<file path="config.mk">
export PLATFORM = sky130hd
export DESIGN_NAME = trace_jtag_access
export DESIGN_NICKNAME = d
export VERILOG_FILES = /design/src/design/trace_jtag_pkg.sv /design/src/design/trace_jtag_access.sv
export VERILOG_INCLUDE_DIRS = /design/src /design/src/design
export SDC_FILE = /design/constraint.sdc
export NUM_CORES = 1
export LEC_CHECK = 0
export BUFFER_PORTS_ARGS = -buffer_cell sky130_fd_sc_hd__buf_2
export CAP_MARGIN = 30
export CORE_ASPECT_RATIO = 2
export CORE_UTILIZATION = 62
export DETAILED_ROUTE_END_ITERATION = 8
export PLACE_DENSITY = 0.88
export SLEW_MARGIN = 20
export SYNTH_ARGS = -nofsm -noshare
export SYNTH_HDL_FRONTEND = slang
export SYNTH_SLANG_ARGS = --single-unit
</file>
<file path="constraint.sdc">
create_clock -name i_clock -period 7.65 [get_ports i_clock]
set_input_delay 0.3825 -clock i_clock [delete_from_list [all_inputs] [get_ports i_clock]]
set_output_delay 0.3825 -clock i_clock [all_outputs]
set_load 0.01 [all_outputs]
</file>
<file path="src/design/trace_jtag_map.svh">
/*
  Constants for the trace register scan chain: field positions, widths,
  chain select and instruction codes.
  Assumes inclusion by bare name from design files; definitions only.
*/
`ifndef TRACE_JTAG_MAP_SVH
`define TRACE_JTAG_MAP_SVH

`define TJ_CHAIN_SEL      4'h6
`define TJ_CHAIN_W        40
`define TJ_DATA_W         32
`define TJ_ADDR_W         7
`define TJ_DATA_LSB       0
`define TJ_ADDR_LSB       32
`define TJ_RW_BIT         39
`define TJ_SEL_W          4
`define TJ_IR_W           4
`define TJ_IR_SCAN_N      4'h2
`define TJ_IR_INTEST      4'hC
`define TJ_IR_RESET       4'hF

`endif

</file>
<file path="src/design/trace_jtag_pkg.sv">
/*
  Types for the trace register scan chain access block.
  Assumes trace_jtag_map.svh is on the include path.
*/
`include "trace_jtag_map.svh"
package trace_jtag_pkg;

  // TAP controller states, one-hot
  typedef enum logic [15:0] {
    TLR  = 16'h0001, RTI  = 16'h0002, SDRS = 16'h0004, CDR  = 16'h0008,
    SDR  = 16'h0010, E1DR = 16'h0020, PDR  = 16'h0040, E2DR = 16'h0080,
    UDR  = 16'h0100, SIRS = 16'h0200, CIR  = 16'h0400, SIR  = 16'h0800,
    E1IR = 16'h1000, PIR  = 16'h2000, E2IR = 16'h4000, UIR  = 16'h8000
  } tap_state_t;

  // One register access toward the trace unit
  typedef struct packed {
    logic                   wr;
    logic                   rd;
    logic [`TJ_ADDR_W-1:0]  addr;
    logic [`TJ_DATA_W-1:0]  data;
  } reg_req_t;

  // Whole module state
  typedef struct packed {
    logic [2:0]             tck_s;
    logic [1:0]             tms_s;
    logic [1:0]             tdi_s;
    logic [1:0]             trst_n_s;
    tap_state_t             st;
    logic [`TJ_IR_W-1:0]    ir_sh;
    logic [`TJ_IR_W-1:0]    ir;
    logic [`TJ_SEL_W-1:0]   sel_sh;
    logic [`TJ_SEL_W-1:0]   sel;
    logic [`TJ_CHAIN_W-1:0] chain;
    logic [`TJ_DATA_W-1:0]  rdata;
    logic                   tdo;
    logic                   tdo_en;
    reg_req_t               req;
  } state_t;

endpackage

</file>
<file path="src/design/trace_jtag_access.sv">
/*
  TAP controller with scan chain select and the 40-bit trace register
  chain. TCK, TMS, TDI and TRST_n come from the probe's clock domain
  and reach the logic through flip-flops on i_clock: three stages for
  TCK so that its edges can be found, two for the others.
  A TCK edge on the pin acts at the third rising edge of i_clock after
  it: the TAP state, the register strobe and TDO all move there, so
  the probe must leave that long before it samples TDO.
  Assumes TCK stays below a quarter of i_clock, with each phase at
  least two clocks long, and TMS and TDI steady around each rise.
  Assumes the trace register set answers reads combinationally via
  i_reg_rdata for the address on o_reg.addr in the cycle of o_reg.rd.
  TRST_n parks the TAP but leaves the chain and the read buffer alone.
  No bypass register: with no chain selected TDO shows the select.
*/
`timescale 1ns/1ps
`include "trace_jtag_map.svh"
module trace_jtag_access (
  input  wire logic                   i_clock,
  input  wire logic                   i_rst,
  input  wire logic                   i_tck,
  input  wire logic                   i_tms,
  input  wire logic                   i_tdi,
  input  wire logic                   i_trst_n,
  input  wire logic [`TJ_DATA_W-1:0]  i_reg_rdata,
  output logic                        o_tdo,
  output logic                        o_tdo_en,
  output trace_jtag_pkg::reg_req_t    o_reg
);

  // State and edge strobes
  trace_jtag_pkg::state_t q;         // Registered state
  trace_jtag_pkg::state_t d;         // Next state
  logic                   rise;      // Synchronised TCK rise, one cycle
  logic                   fall;      // Synchronised TCK fall, one cycle
  logic                   sel_ok;    // Trace chain is the active DR
  logic                   in_scan_n; // Select register is the active DR

  // Edge finding only on the second and third sampled stages; the
  // first stage may still be settling, so only the shift reads it
  assign rise      = q.tck_s[1] & ~q.tck_s[2];
  assign fall      = ~q.tck_s[1] & q.tck_s[2];
  // Which data register a DR scan reaches
  assign in_scan_n = (q.ir == `TJ_IR_SCAN_N);
  assign sel_ok    = (q.ir == `TJ_IR_INTEST) &&
                     (q.sel == `TJ_CHAIN_SEL);

  // Next state: every field holds unless a branch below moves it
  always_comb begin
    d          = q;
    // Pin stages shift every clock
    d.tck_s    = {q.tck_s[1:0], i_tck};
    d.tms_s    = {q.tms_s[0], i_tms};
    d.tdi_s    = {q.tdi_s[0], i_tdi};
    d.trst_n_s = {q.trst_n_s[0], i_trst_n};
    // Strobes are one-cycle pulses; fields hold until the next update
    d.req.wr   = 1'h0;
    d.req.rd   = 1'h0;
    // Read data is taken at the end of the strobe cycle, which gives
    // the register set the whole cycle to answer for o_reg.addr
    if (q.req.rd) begin
      d.rdata = i_reg_rdata;
    end
    // TAP reset wins over a TCK edge found in the same cycle
    if (!q.trst_n_s[1]) begin
      d.st     = trace_jtag_pkg::TLR;
      d.ir     = `TJ_IR_RESET;
      d.sel    = '0;
      d.tdo_en = 1'h0;
    end else if (rise) begin
      // Shift on rising TCK, then advance the state
      unique case (q.st)
        trace_jtag_pkg::CDR: begin
          // Address and direction capture zero, so an update with no
          // new bits shifted in is only a read of register zero
          if (sel_ok) begin
            d.chain = {`TJ_CHAIN_W{1'h0}};
            d.chain[`TJ_DATA_W-1:0] = q.rdata;
          end
          d.sel_sh = q.sel;
        end
        // LSB first toward TDO; with IR at SCAN_N the select shifts
        trace_jtag_pkg::SDR: begin
          if (sel_ok) begin
            d.chain = {q.tdi_s[1], q.chain[`TJ_CHAIN_W-1:1]};
          end else if (in_scan_n) begin
            d.sel_sh = {q.tdi_s[1], q.sel_sh[`TJ_SEL_W-1:1]};
          end
        end
        // IR capture pattern leads the IR shift out on TDO
        trace_jtag_pkg::CIR: begin
          d.ir_sh = 4'h1;
        end
        trace_jtag_pkg::SIR: begin
          d.ir_sh = {q.tdi_s[1], q.ir_sh[`TJ_IR_W-1:1]};
        end
        // Update work is done on entry, below, not in the state itself
        trace_jtag_pkg::UIR: ;
        trace_jtag_pkg::UDR: ;
        default: ;
      endcase
      d.st = next_st(q.st, q.tms_s[1]);
      // Actions on entry to an update state, never during shift
      if (d.st == trace_jtag_pkg::UIR) begin
        d.ir = d.ir_sh;
      end
      if (d.st == trace_jtag_pkg::UDR) begin
        // Select register or trace access, from the bits just shifted
        if (in_scan_n) begin
          d.sel = q.sel_sh;
        end else if (sel_ok) begin
          d.req.addr = q.chain[`TJ_ADDR_LSB +: `TJ_ADDR_W];
          d.req.data = q.chain[`TJ_DATA_LSB +: `TJ_DATA_W];
          d.req.wr   = q.chain[`TJ_RW_BIT];
          d.req.rd   = ~q.chain[`TJ_RW_BIT];
        end
      end
      // Entering Test-Logic-Reset by TMS drops IR and select too
      if (d.st == trace_jtag_pkg::TLR) begin
        d.ir  = `TJ_IR_RESET;
        d.sel = '0;
      end
    end else if (fall) begin
      // TDO changes on falling TCK so it is settled well before the
      // probe's next rise
      d.tdo_en = (q.st == trace_jtag_pkg::SDR) ||
                 (q.st == trace_jtag_pkg::SIR);
      if (q.st == trace_jtag_pkg::SIR) begin
        d.tdo = q.ir_sh[0];
      end else if (sel_ok) begin
        d.tdo = q.chain[0];
      end else begin
        d.tdo = q.sel_sh[0];
      end
    end
  end

  // Standard TAP state transitions, TMS taken at the TCK rise
  function automatic trace_jtag_pkg::tap_state_t next_st(
    input trace_jtag_pkg::tap_state_t s,
    input logic                        tms
  );
    unique case (s)
      // Reset and idle
      trace_jtag_pkg::TLR: begin
        next_st = tms ? trace_jtag_pkg::TLR : trace_jtag_pkg::RTI;
      end
      trace_jtag_pkg::RTI: begin
        next_st = tms ? trace_jtag_pkg::SDRS : trace_jtag_pkg::RTI;
      end
      // Data register column
      trace_jtag_pkg::SDRS: begin
        next_st = tms ? trace_jtag_pkg::SIRS : trace_jtag_pkg::CDR;
      end
      trace_jtag_pkg::CDR: begin
        next_st = tms ? trace_jtag_pkg::E1DR : trace_jtag_pkg::SDR;
      end
      trace_jtag_pkg::SDR: begin
        next_st = tms ? trace_jtag_pkg::E1DR : trace_jtag_pkg::SDR;
      end
      trace_jtag_pkg::E1DR: begin
        next_st = tms ? trace_jtag_pkg::UDR : trace_jtag_pkg::PDR;
      end
      // Pause lets the probe stall a scan without losing bits
      trace_jtag_pkg::PDR: begin
        next_st = tms ? trace_jtag_pkg::E2DR : trace_jtag_pkg::PDR;
      end
      trace_jtag_pkg::E2DR: begin
        next_st = tms ? trace_jtag_pkg::UDR : trace_jtag_pkg::SDR;
      end
      trace_jtag_pkg::UDR: begin
        next_st = tms ? trace_jtag_pkg::SDRS : trace_jtag_pkg::RTI;
      end
      // Instruction register column
      trace_jtag_pkg::SIRS: begin
        next_st = tms ? trace_jtag_pkg::TLR : trace_jtag_pkg::CIR;
      end
      trace_jtag_pkg::CIR: begin
        next_st = tms ? trace_jtag_pkg::E1IR : trace_jtag_pkg::SIR;
      end
      trace_jtag_pkg::SIR: begin
        next_st = tms ? trace_jtag_pkg::E1IR : trace_jtag_pkg::SIR;
      end
      trace_jtag_pkg::E1IR: begin
        next_st = tms ? trace_jtag_pkg::UIR : trace_jtag_pkg::PIR;
      end
      trace_jtag_pkg::PIR: begin
        next_st = tms ? trace_jtag_pkg::E2IR : trace_jtag_pkg::PIR;
      end
      trace_jtag_pkg::E2IR: begin
        next_st = tms ? trace_jtag_pkg::UIR : trace_jtag_pkg::SIR;
      end
      trace_jtag_pkg::UIR: begin
        next_st = tms ? trace_jtag_pkg::SDRS : trace_jtag_pkg::RTI;
      end
      // Only an illegal code lands here; fall back to reset
      default: begin
        next_st = trace_jtag_pkg::TLR;
      end
    endcase
  endfunction

  // Single state register; reset parks TAP in logic reset
  always_ff @(posedge i_clock) begin
    if (i_rst) begin
      // Pin stages start at their idle levels, TCK low and TRST_n
      // high, so no false edge or TAP reset follows the release
      q          <= '0;
      q.st       <= trace_jtag_pkg::TLR;
      q.ir       <= `TJ_IR_RESET;
      q.trst_n_s <= 2'h3;
    end else begin
      q <= d;
    end
  end

  // Every output straight from the state register
  assign o_tdo    = q.tdo;
  assign o_tdo_en = q.tdo_en;
  assign o_reg    = q.req;

endmodule // trace_jtag_access

</file>
==> results.yml <==
global_routing:
  grt_overflow: 0
  track_usage_pct: 28.94
  grt_pass1_wl_um: 25800
  antenna_found_initial: 0
  grt_pass1_vias: 5391
  grt_start_max_net_pins: 100
yosys:
  postSynthCellCount: 735
  synth_nets: 773
  synth_compound_area_share_pct: 11.41
  synth-seq-area-share_pct: 45.78
  synth-xor-area-share_pct: 1.284
  synth_seq_cells: 156
  synthTopCellsByArea: "dfxtp_1 (46%), mux2i_1 (15%), nor2_1 (7.4%), buf_4 (4.5%), a211oi_1 (4.2%)"
  synthFlopType: "dfxtp_1"
  synth_area_leader_cell: "dfxtp_1"
  ys.warnings.count: 0
  netlist_area_um2: 6822
  synth_mux_area_share_pct: 15.26
  syn_avg_cell_area_um2: 9.281
  synth_cell_type_count: 50
  synthSimpleGateAreaFrac_pct: 18.12
  yosys.area.top_type_share_pct: 45.78
  synthAdderAreaFrac_pct: 0
  synth-edff-count: 0
  synth-async-reset-ratio_pct: 0
  synth_top_family_by_area: "simple AND/OR/NAND/NOR gates"
cts:
  postCtsHoldBufs: 0
  cts_resized: 0
  cts_buffer_depth: 2
  cts_root_buf: "clkbuf_16"
  htree_levels: 4
  numCtsBuffers: 17
  numClockSinks: 156
  clk_latency_ps: 420
  postCtsSetupBuffers: 0
  clkTransAtPathRegs_ps: 60
  cts_tree: "done"
layout:
  stdcell_count: 898
  syn2layout_area_growth_pct: 10.80
  drive_above_1_share_pct: 17.21
  fin_area_um2: 7559
  nets: 786
  layout_commonest_cell: "dfxtp_1"
  final_cell_mix: "dfxtp_1 (155), nor2_1 (135), mux2i_1 (104), buf_2 (79), a211oi_1 (38)"
  largest_register_ffs: 108
  n_fill_cell: 786
  diodes: 0
floorplanning:
  start_util_pct: 64.29
  die_h_um: 150.3
  design.die.area_um2: 11450
  core_um2: 10610
  placementRows: 53
  die_w_um: 76.17
  io_pins: 81
status:
  status: "finished clean"
worst_setup_path:
  crit_start: "q[143]"
  cp_max_fo: 21
  reg2reg_from: "q[143]"
  worst-r2r-setup-slack_ps: 4450
  path_delay_family: "simple AND/OR/NAND/NOR gates"
  cp.arrival_ps: 3450
  crit_type: "reg -> reg"
  r2r_cells: 6
  required_ps: 7900
  slowest_delay_ps: 720
  worst_setup_path_start_kind: "register"
  cp_cell_sequence: "or4_1 -> nor3_1 -> nand2_2 -> buf_12 -> mux2i_1 -> a211oi_1"
  crit_end: "q[102]"
  endpoint_kind: "register"
  reg2reg_to: "q[102]"
  slowest_stage: "nor3_1"
  cp_num_cells: 6
  crit_buf_inv: 1
place:
  place.gp.congestion: 0.8829
  dpl_cell_area_um2: 6889
  hpwl_um: 10730
  io_buffers: 80
  dp_cells: 863
detailed_routing:
  drtIter0Drc: 283
  route.detailed.drc: 0
  drt-vias-per-instance: 6.126
  dr.pass1.iters: 5
  ant_nets: 0
  vias: 5501
  wl_per_cell_um: 18.39
  wl_um: 16510
sta:
  max_clock_freq_mhz: 312.6
  fin_crit_sh_pct: 41.82
  fin_crit_ps: 3199
  hold_viol: 0
  tns_ps: 0
  fin_skew_ps: 11.26
  setup_violations: 0
  whs_ps: 148.3
  drv_slew: 0
  tightestPinTransition_ps: 950.5
  rsz0062_at_grt: "no"
  max_slew_margin_pct: 36.05
flow_run:
  drv_cap: 0
power:
  ir_drop_uv: 217.5
  power.total_mw: 1.744
  p_leak_nw: 3.015
  power.density_nw_per_um2: 230.8
worst_hold_path:
  holdCritPathClass: "in -> reg"
==> report_power, final <==
part | switching [mW] | internal [mW]
sequential | 0.00374 | 0.815
clock | 0.342 | 0.536
combinational | 0.0319 | 0.0157
total | 0.378 | 1.37
==> routing by layer <==
metal / wire (um) / track usage, %
met3: 686 / 5.818
met2: 9085 / 55.27
met1: 5913 / 27.17
met5: 0 / 0
met4: 827 / 20.48
==> layout make-up <==
| type | instances | area (um2) | area share, % |
|---|---|---|---|
| multi-input combinational | 483 | 3146 | 41.62 |
| sequential | 156 | 3124 | 41.33 |
| timing repair buffer | 88 | 493.0 | 6.522 |
| clock buffer | 20 | 456.7 | 6.042 |
| tap | 137 | 171.4 | 2.268 |
| clock inverter | 12 | 160.2 | 2.119 |
| inverter | 2 | 7.507 | 0.09932 |
==> metrics by stage <==
| step | setup slack, ps | utilization, % |
|---|---|---|
| after floorplan | 5099 | - |
| after global placement | 4631 | 64.93 |
| after detailed placement | 4457 | 64.93 |
| after CTS | 4352 | 70.74 |
| after global routing | 4293 | 71.24 |
| final | 4451 | 71.24 |
==> kinds of logic (layout without fill, tap and decap cells) <==
| kind of cell | count (synthesis) | in the layout |
|---|---|---|
| AND/OR/NAND/NOR | 255 | 255 |
| multiplexers | 104 | 104 |
| XOR/XNOR | 10 | 10 |
| AO/OA/AOI/OAI | 114 | 114 |
| flip-flops | 156 | 156 |
| buffers and inverters | 96 | 122 |
==> worst min-delay path by stage <==
stage,cells after the start,slack (ps),from,endpoint
finish,2,150,i_trst_n,d[148]
global route,2,150,i_trst_n,d[148]
CTS,2,140,i_trst_n,d[148]
detailed placement,1,400,d[148],q[148]
global placement,1,400,d[148],q[148]
floorplan,1,390,d[148],q[148]
==> cells in the mapped netlist (3+ instances only) <==
| cell | number |
|---|---|
| mux2i_1 | 104 |
| o21ai_0 | 13 |
| a211oi_1 | 38 |
| a31oi_1 | 4 |
| and3_1 | 5 |
| nand4b_1 | 5 |
| or3_1 | 6 |
| or2_2 | 5 |
| dfxtp_1 | 156 |
| buf_4 | 41 |
| a21boi_0 | 4 |
| and3b_1 | 3 |
| buf_6 | 4 |
| nand2_1 | 22 |
| a22oi_1 | 11 |
| nor2b_1 | 12 |
| a211o_1 | 3 |
| a21oi_1 | 25 |
| buf_2 | 9 |
| nor2_1 | 135 |
| or4_1 | 9 |
| nand4_1 | 3 |
| xor2_1 | 7 |
| a32oi_1 | 4 |
| nand3_1 | 13 |
| xnor2_1 | 3 |
| buf_1 | 3 |
| nor4_1 | 11 |
| nor3_1 | 14 |
| o21ai_1 | 3 |
| clkbuf_1 | 37 |
==> worst reg2reg max path, cell delays in order, from the launching register on <==
cell and delay, ps:
dfxtp_1 400, or4_1 670, nor3_1 720, nand2_2 510, buf_12 340, mux2i_1 280, a211oi_1 130
No activity file was read; power rests on OpenSTA's default activity.
